File: config.mk
export PLATFORM = sky130hd
export DESIGN_NAME = flb_host
export DESIGN_NICKNAME = d
export VERILOG_FILES = /design/src/rtl/flb_pkg.sv /design/src/rtl/flb_cycle.sv /design/src/rtl/flb_host.sv
export SDC_FILE = /design/constraint.sdc
export NUM_CORES = 1
export LEC_CHECK = 0
export BUFFER_PORTS_ARGS = -buffer_cell sky130_fd_sc_hd__buf_2
export CORE_ASPECT_RATIO = 0.8
export CORE_MARGIN = 2
export CORE_UTILIZATION = 35
export DETAILED_ROUTE_END_ITERATION = 6
export GPL_TIMING_DRIVEN = 0
export SLEW_MARGIN = 20
export SYNTH_ARGS = -nofsm -noshare
export SYNTH_HDL_FRONTEND = slang
export SYNTH_SLANG_ARGS = --single-unit
File: constraint.sdc
create_clock -name ref_clk -period 3.6 [get_ports ref_clk]
set_input_delay 0.36 -clock ref_clk [delete_from_list [all_inputs] [get_ports ref_clk]]
set_output_delay 0.36 -clock ref_clk [all_outputs]
set_load 0.03 [all_outputs]
File: src/rtl/flb_pkg.sv
/*
 Shared constants for the flash bus host: pin widths, operation codes,
 protect-select address bits and cycle timing derived from ref_clk.
 Assumes a 40 MHz ref_clk; change CLK_PERIOD_NS if the clock changes.
*/
package flb_pkg;
   localparam int CLK_PERIOD_NS = 25;
   localparam int ADDR_W = 20;
   localparam int PIN_ADDR_W = 19;
   localparam int DATA_W = 16;
   localparam int BYTE_W = 8;
   localparam int CNT_W = 16;
   // select/address access time, least wait before sampling data
   localparam int ACC_NS = 70;
   localparam int ACC_CYC = (ACC_NS + CLK_PERIOD_NS - 1) / CLK_PERIOD_NS;
   localparam int WE_PULSE_NS = 35;
   localparam int WE_PULSE_CYC = (WE_PULSE_NS + CLK_PERIOD_NS - 1) / CLK_PERIOD_NS;
   localparam int WE_HIGH_NS = 20;
   localparam int WE_HIGH_CYC = (WE_HIGH_NS + CLK_PERIOD_NS - 1) / CLK_PERIOD_NS;
   localparam int RST_LOW_NS = 500;
   localparam int RST_LOW_CYC = (RST_LOW_NS + CLK_PERIOD_NS - 1) / CLK_PERIOD_NS;
   localparam int RST_HIGH_NS = 50;
   localparam int RST_HIGH_CYC = (RST_HIGH_NS + CLK_PERIOD_NS - 1) / CLK_PERIOD_NS;
   localparam int RST_READY_NS = 20000;
   localparam int RST_READY_CYC = RST_READY_NS / CLK_PERIOD_NS;
   localparam int BUSY_SETTLE_NS = 90;
   localparam int BUSY_SETTLE_CYC = (BUSY_SETTLE_NS + CLK_PERIOD_NS - 1) / CLK_PERIOD_NS;
   // address pins forced during in-system protect
   localparam int PROT_SEL_BIT = 6;
   localparam int PROT_A1_BIT = 1;
   localparam int PROT_A0_BIT = 0;
   localparam logic [2:0] PROG_WRITES = 3'h4;
   localparam logic [2:0] BYP_WRITES = 3'h2;
   localparam logic [2:0] ERASE_LAST = 3'h5;
   localparam logic [7:0] HIGH_CNT_RST = 8'hFF;

   typedef enum logic [3:0] {
      OP_READ = 4'h0,
      OP_CMD = 4'h1,
      OP_PROG = 4'h2,
      OP_BYP_ENTER = 4'h3,
      OP_BYP_PROG = 4'h4,
      OP_BYP_EXIT = 4'h5,
      OP_SECT_ERASE = 4'h6,
      OP_CHIP_ERASE = 4'h7,
      OP_AUTOSEL = 4'h8,
      OP_RESET = 4'h9,
      OP_PROTECT = 4'hA,
      OP_HV_ID = 4'hB
   } flb_op_e;
endpackage : flb_pkg

File: src/rtl/flb_cycle.sv
/*
 One asynchronous flash bus cycle, read or write, timed in ref_clk cycles.
 Assumes dq_i is synchronous to ref_clk and the caller starts only when idle.
*/
module flb_cycle (
   // system
   input wire logic ref_clk,
   input wire logic rst,
   // cycle request
   input wire logic start,
   input wire logic wr,
   input wire logic byte_mode,
   input wire logic [flb_pkg::ADDR_W-1:0] addr,
   input wire logic [flb_pkg::DATA_W-1:0] wdata,
   output logic done_q,
   output logic [flb_pkg::DATA_W-1:0] rdata_q,
   // flash pins
   output logic [flb_pkg::PIN_ADDR_W-1:0] addr_q,
   output logic [flb_pkg::DATA_W-1:0] dq_o_q,
   output logic [flb_pkg::DATA_W-1:0] dq_oe_q,
   input wire logic [flb_pkg::DATA_W-1:0] dq_i,
   output logic cs_n_q,
   output logic oe_n_q,
   output logic we_n_q
);
   import flb_pkg::*;

   typedef enum logic [1:0] {
      C_IDLE = 2'h0,
      C_STROBE = 2'h1,
      C_RECOVER = 2'h2
   } flb_cyc_e;

   flb_cyc_e st_q;
   logic wr_q;
   logic [7:0] cnt_q;
   logic [DATA_W-1:0] oe_mask;

   // byte mode: top line carries the byte address, 8..14 float
   genvar b;
   generate
      for (b = 0; b < DATA_W; b++) begin : g_mask
         if (b < BYTE_W) begin : g_lo
            assign oe_mask[b] = wr;
         end else if (b == DATA_W - 1) begin : g_top
            assign oe_mask[b] = wr | byte_mode; // RL5
         end else begin : g_mid
            assign oe_mask[b] = wr & ~byte_mode; // RL5 RL11
         end
      end
   endgenerate

   always_ff @(posedge ref_clk) begin
      if (rst) begin
         st_q <= C_IDLE;
         cnt_q <= 8'h00;
         wr_q <= 1'b0;
         done_q <= 1'b0;
      end else begin
         done_q <= 1'b0;
         cnt_q <= cnt_q + 8'h01;
         case (st_q)
            C_IDLE: begin
               if (start) begin
                  st_q <= C_STROBE;
                  wr_q <= wr;
                  cnt_q <= 8'h00;
               end
            end
            C_STROBE: begin
               if ((wr_q && cnt_q == 8'(WE_PULSE_CYC)) || (!wr_q && cnt_q == 8'(ACC_CYC))) begin
                  st_q <= C_RECOVER;
                  cnt_q <= 8'h00;
               end
            end
            C_RECOVER: begin
               if (cnt_q == 8'(WE_HIGH_CYC - 1)) begin
                  st_q <= C_IDLE;
                  done_q <= 1'b1;
               end
            end
            default: st_q <= C_IDLE;
         endcase
      end
   end

   // pins: chip select leads the strobe by one cycle, data held past we rise
   always_ff @(posedge ref_clk) begin
      if (rst) begin
         addr_q <= '0;
         dq_o_q <= '0;
         dq_oe_q <= '0;
         cs_n_q <= 1'b1;
         oe_n_q <= 1'b1;
         we_n_q <= 1'b1;
      end else if (st_q == C_IDLE && start) begin
         cs_n_q <= 1'b0;
         addr_q <= byte_mode ? addr[ADDR_W-1:1] : addr[PIN_ADDR_W-1:0];
         dq_o_q <= byte_mode ? {addr[0], 7'h00, wdata[BYTE_W-1:0]} : wdata; // RL5
         dq_oe_q <= oe_mask;
      end else if (st_q == C_STROBE && cnt_q == 8'h00) begin
         oe_n_q <= wr_q; // RL2
         we_n_q <= ~wr_q; // RL10
      end else if (st_q == C_STROBE && cnt_q != 8'h00) begin
         if ((wr_q && cnt_q == 8'(WE_PULSE_CYC)) || (!wr_q && cnt_q == 8'(ACC_CYC))) begin
            oe_n_q <= 1'b1;
            we_n_q <= 1'b1;
         end
      end else if (st_q == C_RECOVER && cnt_q == 8'(WE_HIGH_CYC - 1)) begin
         cs_n_q <= 1'b1;
         dq_oe_q <= '0;
      end
   end

   always_ff @(posedge ref_clk) begin
      if (rst) begin
         rdata_q <= '0;
      end else if (st_q == C_STROBE && !wr_q && cnt_q == 8'(ACC_CYC)) begin
         rdata_q <= dq_oe_q[DATA_W-2] ? dq_i : (dq_oe_q[DATA_W-1] ? {8'h00, dq_i[BYTE_W-1:0]} : dq_i);
      end
   end

   write_strobe_a: assert property (@(posedge ref_clk) disable iff (rst) // RL10
      !we_n_q |-> !cs_n_q && oe_n_q) else $error("write strobe without select or with gate low");
   read_gate_a: assert property (@(posedge ref_clk) disable iff (rst) // RL2
      !oe_n_q |-> !cs_n_q && we_n_q) else $error("output gate low outside a read");
endmodule : flb_cycle

File: src/rtl/flb_host.sv
/*
 Host controller for a boot-sector NOR flash: runs read, command, program,
 bypass, erase, identification, reset and protect sequences on the pins.
 Assumes pin inputs are synchronous to ref_clk and the board turns
 clear_vid_en / hv_pin_en into the elevated voltage on the named pins.
*/
// How it works
// RL1 - device starts in read-array mode after power-up or hardware reset.
// RL2 - reads hold select and output gate low, write strobe high.
// RL3 - device keeps returning array data until a command sequence changes mode.
// RL4 - width select high gives word mode on all sixteen data lines.
// RL5 - width select low: low byte only, lines 8-14 float, top line is byte address.
// RL6 - deselected device keeps its outputs floating whatever the output gate does.
// RL7 - program or erase continues to completion when select is released.
// RL8 - device sleeps when addresses stay stable for access time plus 30ns.
// RL9 - a read from standby needs only the normal select access time.
// RL10 - command writes drive write strobe and select low, output gate high.
// RL11 - program data goes as bytes or words according to width select.
// RL12 - normal program is two unlocks, a set-up, then address and data.
// RL13 - unlock-bypass program needs just two write cycles.
// RL14 - erase targets one sector, several sectors, or the whole array; the host issues only one-sector or whole-array erase.
// RL15 - autoselect command lets identification codes be read on the low byte.
// RL16 - identification gives maker, device and protect codes; command or high voltage.
// RL17 - clear pulse held low for the minimum; device aborts and ignores cycles.
// RL18 - an operation cut short by reset is issued again afterwards.
// RL19 - after reset during program or erase, busy stays low until reset completes.
// RL20 - host waits the release delay after clear rises before reading.
// RL21 - device refuses program or erase in a protected sector.
// RL22 - protect selected with elevated clear, select bit 0, A1 1, A0 0, then verify.
module flb_host #(
   parameter int PROT_PULSE_US = 150,
   parameter int PROT_PULSE_CYC = PROT_PULSE_US * 1000 / flb_pkg::CLK_PERIOD_NS,
   parameter logic [flb_pkg::ADDR_W-1:0] CMD_ADDR_A = 20'h00001,
   parameter logic [flb_pkg::ADDR_W-1:0] CMD_ADDR_B = 20'h00002,
   parameter logic [flb_pkg::DATA_W-1:0] CMD_UNLOCK_A = 16'h0001,
   parameter logic [flb_pkg::DATA_W-1:0] CMD_UNLOCK_B = 16'h0002,
   parameter logic [flb_pkg::DATA_W-1:0] CMD_PROG = 16'h0003,
   parameter logic [flb_pkg::DATA_W-1:0] CMD_BYP_ENTER = 16'h0004,
   parameter logic [flb_pkg::DATA_W-1:0] CMD_BYP_EXIT1 = 16'h0005,
   parameter logic [flb_pkg::DATA_W-1:0] CMD_BYP_EXIT2 = 16'h0006,
   parameter logic [flb_pkg::DATA_W-1:0] CMD_ERASE_SETUP = 16'h0007,
   parameter logic [flb_pkg::DATA_W-1:0] CMD_SECT_ERASE = 16'h0008,
   parameter logic [flb_pkg::DATA_W-1:0] CMD_CHIP_ERASE = 16'h0009,
   parameter logic [flb_pkg::DATA_W-1:0] CMD_AUTOSEL = 16'h000A,
   parameter logic [flb_pkg::DATA_W-1:0] CMD_PROTECT = 16'h000B
) (
   // system
   input wire logic ref_clk,
   input wire logic rst,
   // user requests
   input wire logic req_valid,
   input wire flb_pkg::flb_op_e req_op,
   input wire logic [flb_pkg::ADDR_W-1:0] req_addr,
   input wire logic [flb_pkg::DATA_W-1:0] req_data,
   input wire logic req_byte,
   input wire logic abort_req,
   output logic req_ready_q,
   output logic resp_valid_q,
   output logic [flb_pkg::DATA_W-1:0] resp_data_q,
   // flash pins
   output logic [flb_pkg::PIN_ADDR_W-1:0] flash_addr,
   output logic [flb_pkg::DATA_W-1:0] dq_o,
   output logic [flb_pkg::DATA_W-1:0] dq_oe,
   input wire logic [flb_pkg::DATA_W-1:0] dq_i,
   output logic chip_select_n,
   output logic output_gate_n,
   output logic write_strobe_n,
   output logic width_select_n_q,
   output logic device_clear_n_q,
   output logic clear_vid_en_q,
   output logic hv_pin_en_q,
   input wire logic ready_busy_n
);
   import flb_pkg::*;

   typedef enum logic [3:0] {
      S_IDLE = 4'h0,
      S_ISSUE = 4'h1,
      S_WAIT_CYC = 4'h2,
      S_PULSE = 4'h3,
      S_SETTLE = 4'h4,
      S_BUSY = 4'h5,
      S_RST_LOW = 4'h6,
      S_RST_HIGH = 4'h7,
      S_RST_READY = 4'h8
   } flb_state_e;

   flb_state_e state_q;
   flb_op_e op_q;
   logic [ADDR_W-1:0] addr_q;
   logic [DATA_W-1:0] data_q;
   logic [2:0] step_q;
   logic [CNT_W-1:0] cnt_q;
   logic redo_q;
   logic start_q;
   logic cyc_done;
   logic [DATA_W-1:0] cyc_rdata;
   logic st_rd;
   logic st_last;
   logic [ADDR_W-1:0] st_addr;
   logic [DATA_W-1:0] st_data;
   logic waits_busy;
   logic [ADDR_W-1:0] prot_addr;

   // each sequence is a list of steps indexed by step_q
   always_comb begin
      st_rd = 1'b0;
      st_last = 1'b0;
      st_addr = CMD_ADDR_A;
      st_data = CMD_UNLOCK_A;
      prot_addr = addr_q;
      prot_addr[PROT_SEL_BIT + int'(width_select_n_q == 1'b0)] = 1'b0; // RL22
      prot_addr[PROT_A1_BIT + int'(width_select_n_q == 1'b0)] = 1'b1;
      prot_addr[PROT_A0_BIT + int'(width_select_n_q == 1'b0)] = 1'b0;
      if (step_q == 3'h1 || step_q == 3'h4) begin
         st_addr = CMD_ADDR_B;
         st_data = CMD_UNLOCK_B;
      end
      case (op_q)
         OP_CMD: begin
            st_last = 1'b1;
            st_addr = addr_q;
            st_data = data_q;
         end
         OP_PROG: begin // RL12
            if (step_q == 3'h2) st_data = CMD_PROG;
            if (step_q == 3'h3) begin
               st_last = 1'b1;
               st_addr = addr_q;
               st_data = data_q; // RL11
            end
         end
         OP_BYP_ENTER: begin
            if (step_q == 3'h2) begin
               st_last = 1'b1;
               st_data = CMD_BYP_ENTER;
            end
         end
         OP_BYP_PROG: begin // RL13
            st_data = CMD_PROG;
            if (step_q == 3'h1) begin
               st_last = 1'b1;
               st_addr = addr_q;
               st_data = data_q;
            end
         end
         OP_BYP_EXIT: begin
            st_addr = CMD_ADDR_A;
            st_data = (step_q == 3'h0) ? CMD_BYP_EXIT1 : CMD_BYP_EXIT2;
            st_last = (step_q == 3'h1);
         end
         OP_SECT_ERASE, OP_CHIP_ERASE: begin // RL14
            if (step_q == 3'h2) st_data = CMD_ERASE_SETUP;
            if (step_q == ERASE_LAST) begin
               st_last = 1'b1;
               st_addr = (op_q == OP_SECT_ERASE) ? addr_q : CMD_ADDR_A;
               st_data = (op_q == OP_SECT_ERASE) ? CMD_SECT_ERASE : CMD_CHIP_ERASE;
            end
         end
         OP_AUTOSEL: begin // RL15
            if (step_q == 3'h2) st_data = CMD_AUTOSEL;
            if (step_q == 3'h3) begin
               st_rd = 1'b1;
               st_last = 1'b1;
               st_addr = addr_q;
            end
         end
         OP_PROTECT: begin // RL22
            st_addr = prot_addr;
            st_data = CMD_PROTECT;
            st_rd = (step_q == 3'h1);
            st_last = (step_q == 3'h1);
         end
         default: begin // plain read, high-voltage identification read
            st_rd = 1'b1;
            st_last = 1'b1;
            st_addr = addr_q;
         end
      endcase
   end

   assign waits_busy = (op_q == OP_PROG) || (op_q == OP_BYP_PROG) || (op_q == OP_SECT_ERASE) ||
      (op_q == OP_CHIP_ERASE);

   always_ff @(posedge ref_clk) begin
      if (rst) begin
         state_q <= S_IDLE;
         op_q <= OP_READ;
         addr_q <= '0;
         data_q <= '0;
         step_q <= 3'h0;
         cnt_q <= '0;
         redo_q <= 1'b0;
         start_q <= 1'b0;
      end else begin
         start_q <= 1'b0;
         cnt_q <= cnt_q + 16'h0001;
         case (state_q)
            S_IDLE: begin
               if (req_valid) begin
                  op_q <= req_op;
                  addr_q <= req_addr;
                  data_q <= req_data;
                  step_q <= 3'h0;
                  cnt_q <= '0;
                  state_q <= (req_op == OP_RESET) ? S_RST_LOW : S_ISSUE;
               end
            end
            S_ISSUE: begin
               start_q <= 1'b1;
               state_q <= S_WAIT_CYC;
            end
            S_WAIT_CYC: begin
               cnt_q <= '0;
               if (cyc_done) begin
                  if (st_last) state_q <= waits_busy ? S_SETTLE : S_IDLE;
                  else if (op_q == OP_PROTECT) state_q <= S_PULSE;
                  else state_q <= S_ISSUE;
                  if (!st_last) step_q <= step_q + 3'h1;
               end
            end
            S_PULSE: if (cnt_q == CNT_W'(PROT_PULSE_CYC - 1)) state_q <= S_ISSUE;
            S_SETTLE: if (cnt_q == CNT_W'(BUSY_SETTLE_CYC - 1)) state_q <= S_BUSY;
            S_BUSY: begin // RL7
               cnt_q <= '0;
               if (abort_req) begin
                  redo_q <= 1'b1; // RL18
                  state_q <= S_RST_LOW;
               end else if (ready_busy_n) begin
                  state_q <= S_IDLE;
               end
            end
            S_RST_LOW: begin
               if (cnt_q == CNT_W'(RST_LOW_CYC - 1)) begin // RL17
                  state_q <= S_RST_HIGH;
                  cnt_q <= '0;
               end
            end
            S_RST_HIGH: begin
               if (cnt_q == CNT_W'(RST_HIGH_CYC - 1)) begin // RL20
                  state_q <= S_RST_READY;
                  cnt_q <= '0;
               end
            end
            S_RST_READY: begin
               // busy may outlast the clear pulse; bounded so a stuck pin cannot hang us
               if (ready_busy_n || cnt_q == CNT_W'(RST_READY_CYC)) begin // RL19
                  redo_q <= 1'b0;
                  step_q <= 3'h0;
                  state_q <= redo_q ? S_ISSUE : S_IDLE; // RL18
               end
            end
            default: state_q <= S_IDLE;
         endcase
      end
   end

   // user handshake and result
   always_ff @(posedge ref_clk) begin
      if (rst) begin
         req_ready_q <= 1'b1;
         resp_valid_q <= 1'b0;
         resp_data_q <= '0;
      end else begin
         resp_valid_q <= 1'b0;
         if (state_q == S_IDLE && req_valid) req_ready_q <= 1'b0;
         if ((state_q == S_WAIT_CYC && cyc_done && st_last && !waits_busy) ||
             (state_q == S_BUSY && !abort_req && ready_busy_n) ||
             (state_q == S_RST_READY && !redo_q && (ready_busy_n || cnt_q == CNT_W'(RST_READY_CYC)))) begin
            resp_valid_q <= 1'b1;
            req_ready_q <= 1'b1;
         end
         if (state_q == S_WAIT_CYC && cyc_done && st_rd) resp_data_q <= cyc_rdata;
      end
   end

   // control pins; high-voltage enables last for the whole operation when it is accepted after resp_valid_q drops
   always_ff @(posedge ref_clk) begin
      if (rst) begin
         width_select_n_q <= 1'b1;
         device_clear_n_q <= 1'b1;
         clear_vid_en_q <= 1'b0;
         hv_pin_en_q <= 1'b0;
      end else begin
         if (state_q == S_IDLE && req_valid) begin
            width_select_n_q <= ~req_byte; // RL4 RL5
            clear_vid_en_q <= (req_op == OP_PROTECT); // RL22
            hv_pin_en_q <= (req_op == OP_HV_ID); // RL16
         end
         if ((state_q == S_IDLE && req_valid && req_op == OP_RESET) || (state_q == S_BUSY && abort_req)) begin
            device_clear_n_q <= 1'b0;
         end else if (state_q == S_RST_LOW && cnt_q == CNT_W'(RST_LOW_CYC - 1)) begin
            device_clear_n_q <= 1'b1;
         end
         if (resp_valid_q) begin
            clear_vid_en_q <= 1'b0;
            hv_pin_en_q <= 1'b0;
         end
      end
   end

   flb_cycle u_cycle (
      .ref_clk(ref_clk),
      .rst(rst),
      .start(start_q),
      .wr(~st_rd),
      .byte_mode(~width_select_n_q),
      .addr(st_addr),
      .wdata(st_data),
      .done_q(cyc_done),
      .rdata_q(cyc_rdata),
      .addr_q(flash_addr),
      .dq_o_q(dq_o),
      .dq_oe_q(dq_oe),
      .dq_i(dq_i),
      .cs_n_q(chip_select_n),
      .oe_n_q(output_gate_n),
      .we_n_q(write_strobe_n)
   );

   // helpers watched only by the checks below
   logic [7:0] low_cnt_q;
   logic [7:0] high_cnt_q;
   logic [2:0] wr_cnt_q;
   logic we_n_prev_q;
   always_ff @(posedge ref_clk) begin
      if (rst) begin
         low_cnt_q <= 8'h00;
         high_cnt_q <= HIGH_CNT_RST;
         wr_cnt_q <= 3'h0;
         we_n_prev_q <= 1'b1;
      end else begin
         we_n_prev_q <= write_strobe_n;
         low_cnt_q <= device_clear_n_q ? 8'h00 : low_cnt_q + 8'h01;
         high_cnt_q <= !device_clear_n_q ? 8'h00 : (high_cnt_q == HIGH_CNT_RST ? high_cnt_q : high_cnt_q + 8'h01);
         if (req_ready_q || !device_clear_n_q) wr_cnt_q <= 3'h0;
         else if (we_n_prev_q && !write_strobe_n) wr_cnt_q <= wr_cnt_q + 3'h1;
      end
   end

   clear_pulse_a: assert property (@(posedge ref_clk) disable iff (rst) // RL17
      $rose(device_clear_n_q) |-> low_cnt_q >= 8'(RST_LOW_CYC)) else $error("clear pulse shorter than minimum");
   no_cycle_clear_a: assert property (@(posedge ref_clk) disable iff (rst) // RL17
      !device_clear_n_q |-> chip_select_n) else $error("bus cycle while clear is low");
   read_release_a: assert property (@(posedge ref_clk) disable iff (rst) // RL20
      $fell(chip_select_n) |-> high_cnt_q >= 8'(RST_HIGH_CYC)) else $error("access too soon after clear release");
   prog_writes_a: assert property (@(posedge ref_clk) disable iff (rst) // RL12
      resp_valid_q && op_q == OP_PROG |-> wr_cnt_q == PROG_WRITES) else $error("program did not use four writes");
   bypass_writes_a: assert property (@(posedge ref_clk) disable iff (rst) // RL13
      resp_valid_q && op_q == OP_BYP_PROG |-> wr_cnt_q == BYP_WRITES) else $error("bypass program not two writes");
   protect_addr_a: assert property (@(posedge ref_clk) disable iff (rst) // RL22
      clear_vid_en_q && !chip_select_n |-> !flash_addr[PROT_SEL_BIT] && flash_addr[PROT_A1_BIT] &&
      !flash_addr[PROT_A0_BIT]) else $error("protect select address wrong");
   busy_hold_a: assert property (@(posedge ref_clk) disable iff (rst) // RL19
      state_q == S_RST_READY && !ready_busy_n && cnt_q < CNT_W'(RST_READY_CYC) |=> !resp_valid_q)
      else $error("finished while device still busy");
   redo_reissue_a: assert property (@(posedge ref_clk) disable iff (rst) // RL18
      state_q == S_BUSY && abort_req |-> ##1 !device_clear_n_q ##[1:900] state_q == S_ISSUE)
      else $error("interrupted operation not reissued");
endmodule : flb_host

==> impl_results.rst <==
.. list-table::
   :header-rows: 1

   * - Metric
     - Value
   * - Status
     - finished clean
   * - Critical R2R Launch
     - step_q[2]
   * - Top Ports
     - 138
   * - Chip width
     - ~170 um
   * - Share of total power in sequential cells
     - 38.2%
   * - Root buffer cell
     - sky130_fd_sc_hd__clkbuf_16
   * - Slew @ Worst Pin
     - 869 ps
   * - Average wire per cell in the routed design
     - 16.3 um
   * - Buffers inserted during post-CTS setup optimization
     - 0
   * - Clock tree from TritonCTS
     - built
   * - Sequential share of the synthesized area
     - a little over two fifths
   * - Maximum number of pins on one net before global-route repair
     - 17
   * - Worst Path Max Fanout
     - 10
   * - Count of yosys warnings during synthesis
     - 0
   * - Relative slew margins
     - 42.0%
   * - Most common flop cell mapped by yosys
     - sky130_fd_sc_hd__dfxtp_1
   * - Endpoint type of the worst setup path
     - register
   * - Final non-filler cell total
     - 1345
   * - Die boundary height
     - 134 um
   * - Syn_area_per_cell
     - 8.09 um2
   * - Number of vias per cell
     - 5.13
   * - Synthesized net count
     - 980
   * - Endpoints failing setup
     - 0
   * - Global-route congestion overflow total
     - 0
   * - Number of nets still failing antenna checks after routing
     - 0
   * - Distinct cell type count after synthesis
     - slightly below 70
   * - Final count of pins violating max slew
     - 0
   * - Overall power
     - approximately 5.3 mW
   * - Total of max-cap violations
     - 0
   * - Placed wire-length estimate
     - 16200 um
   * - Inserted Clock Buffers
     - 17
   * - Post-route clock period utilization
     - 82.0%
   * - Cell count of the worst reg-to-reg path
     - 10
   * - Switching power summed over all nets
     - roughly 1.9 mW
   * - Post-Syn Instances
     - 907
   * - Detailed-routing iteration count for the pre-antenna-repair pass
     - 5
   * - Relative contribution of combinational cells to total power
     - 29.6%
   * - Total global-route track usage
     - 19.6%
   * - Clock Power Share
     - 32.2%
   * - CTS sink count
     - roughly 160
   * - Max H-tree Level
     - 4
   * - Gpl congestion
     - 0.922
   * - Terminus of the critical flop-to-flop path
     - u_cycle.dq_o_q[15]
   * - Count of unresolved DRC violations after routing
     - 0
   * - CTS max path bufs
     - 2
   * - Post-synthesis sequential element count
     - 156
   * - Final nets
     - 1136
   * - Initial antenna violation count
     - 2
   * - Top library cells by usage in the layout, fill and taps aside
     - sky130_fd_sc_hd__dfxtp_1 (156), sky130_fd_sc_hd__buf_2 (147), sky130_fd_sc_hd__nand2_1 (147), sky130_fd_sc_hd__nor2_1 (106), sky130_fd_sc_hd__a21oi_1 (100)
   * - Critical path data required time
     - 3950 ps
   * - Core area
     - 0.0206 mm2
   * - Startpoint of the worst hold path
     - req_addr[19]
   * - Fraction of layout instances using a drive strength above 1
     - 21.6%
   * - Critical path class
     - register to register
   * - Number of buffers added on ports
     - 137
   * - Clock network latency to the later pin of the worst-skew pair
     - 420 ps
   * - DR iter-0 viols
     - 505
   * - Element type at the critical path start
     - register
   * - Power density of the placed cells
     - a little under 600 mW/mm2
   * - Placed cells
     - 1313
   * - Hold Violations, Final
     - 0
   * - Data arrival time of the critical path
     - 3300 ps
   * - IR drop worst, VDD
     - 0.000271 V
   * - Final hold slack
     - between 150 and 200 ps
   * - CTS-repair resized insts
     - 0
   * - Hold buffer count at CTS
     - 0
   * - Proportion of register bits with asynchronous set or reset after synthesis
     - 0%
   * - Net Sw Frac
     - 35.5%
   * - Number of global-route vias before repair
     - 6363
   * - Starting density of the core
     - 35.6%
   * - Endpoint of the worst hold-timing path
     - addr_q[19]
   * - Number of enable-type register cells in the synthesized netlist
     - 0
   * - Area growth syn-to-layout
     - 21.5%
   * - Post-Syn Area
     - 0.00734 mm2
   * - Setup repair after global routing missed its margin
     - no
   * - Leakage power figure
     - 3.58 nW
   * - Hold Crit Class
     - input port to register
   * - R2r setup slk
     - 650 ps
   * - Minimum period implied by the final worst setup slack
     - 2950 ps
   * - Number of vias in the routed layout
     - 6904
   * - Die Outline Area
     - approximately 0.022 mm2
   * - Wire length of the first global-routing pass
     - 34600 um
   * - Depth of the worst hold-timing path
     - 3
   * - Most common cell after layout, fill and taps aside
     - sky130_fd_sc_hd__dfxtp_1
   * - Accumulated negative setup slack
     - 0 ps
   * - Internal Pwr Total
     - around 3.4 mW
   * - Maximum operating frequency
     - 339 MHz
   * - Clock transition at the registers of the reported paths
     - 60 ps
   * - Layout Skew
     - 8.87 ps
   * - Rows
     - 47
   * - Overall routed net length
     - 22000 um
[registers in the layout, indices dropped and copies added, names as in the netlist, 2 cells and up]
register / count
u_cycle.st_q: 2
u_cycle.dq_o_q: 16
u_cycle.addr_q: 19
u_cycle.dq_oe_q: 3
u_cycle.rdata_q: 16
op_q: 4
data_q: 16
cnt_q: 16
resp_data_q: 16
step_q: 3
addr_q: 20
u_cycle.cnt_q: 8
state_q: 4
[metal layers]
| metal | track usage [%] | part of all wire [%] | wire length [um] |
|---|---|---|---|
| met4 | 5.65 | 1.6 | 359 |
| met5 | 0 | 0 | 0 |
| met2 | 29.1 | 43 | 9520 |
| met1 | 27.9 | 48 | 10600 |
| met3 | 5.32 | 6.8 | 1500 |
[power by group through the flow]
stage / logic [mW] / registers, mW / clock network (mW)
final: 1.55 / 2.01 / 1.69
after global routing: 1.71 / 2.03 / 1.80
after CTS: 1.54 / 2.01 / 1.73
after detailed placement: 1.53 / 2.05 / 0
after global placement: 1.53 / 2.04 / 0
after floorplan: 1.03 / 2.08 / 0
[worst max-delay path: stages (launching register included)]
cell and delay [ps]:
sky130_fd_sc_hd__dfxtp_1 360, sky130_fd_sc_hd__buf_4 190, sky130_fd_sc_hd__inv_1 100, sky130_fd_sc_hd__ha_1 350
sky130_fd_sc_hd__nor2b_1 220, sky130_fd_sc_hd__nand2_1 70, sky130_fd_sc_hd__a21oi_1 680, sky130_fd_sc_hd__and3_1 250
sky130_fd_sc_hd__clkbuf_1 390, sky130_fd_sc_hd__a22oi_1 130, sky130_fd_sc_hd__a21oi_1 150
[stage by stage]
step	area (um2)	utilization (%)	setup WS [ps]
finish	8920	43.2	649
global route	8910	43.2	347
CTS	8910	43.2	689
detailed placement	8360	40.5	704
global placement	8360	40.5	664
floorplan	7340	-	1550
[Yosys cell counts (all sizes together), types with 7 or more instances]
library cell	instances	area, um2
xor2	13	114
dfxtp	156	3120
nor2b	12	75.1
nand3	39	195
o21ai	13	65.1
a21oi	100	500
inv	15	56.3
a22oi	25	188
ha	11	138
a31oi	9	56.3
clkbuf	45	170
or3	8	50.1
xnor2	9	78.8
mux2i	21	210
nor3	18	111
nor2	108	420
nand2	147	552
nand4	7	56.3
buf	33	211
mux2	19	214
and3	11	70.1
nand2b	19	119
[cell type report]
| cell class | instances | area, um2 |
|---|---|---|
| fill | 2111 | 11700 |
| multi-input combinational | 658 | 3780 |
| sequential | 156 | 3120 |
| timing repair buffer | 137 | 686 |
| clock buffer | 19 | 453 |
| buffer | 78 | 382 |
| tap | 269 | 337 |
| clock inverter | 11 | 95.1 |
| inverter | 15 | 56.3 |
| antenna | 2 | 5.00 |
[kinds of logic (layout without fill, tap and decap cells)]
kind of cell               count (synthesis)  after routing  share of synthesized area, %
DFF                                      156            156                          42.5
AOI/OAI and AO/OA                        195            195                          16.5
and+or+nand+nor                          390            390                          24.7
other                                      0              2                             0
adders and majority gates                 11             11                          1.87
xor gates and xnor gates                  22             22                          2.62
muxes                                     40             40                          5.78
buffers and inverters                     93            260                          5.96
[worst max-delay path by stage]
stage                         endpoint       from  slack [ps]  depth (start not counted)
floorplan           u_cycle.dq_o_q[15]  step_q[2]        1550                         10
global placement    u_cycle.dq_o_q[15]  step_q[2]         660                         10
detailed placement  u_cycle.dq_o_q[15]  step_q[2]         700                         10
CTS                 u_cycle.dq_o_q[15]  step_q[2]         690                         10
global route        u_cycle.dq_o_q[15]  step_q[2]         350                         10
finish              u_cycle.dq_o_q[15]  step_q[2]         650                         10
Power figures use the tool's default switching activity.
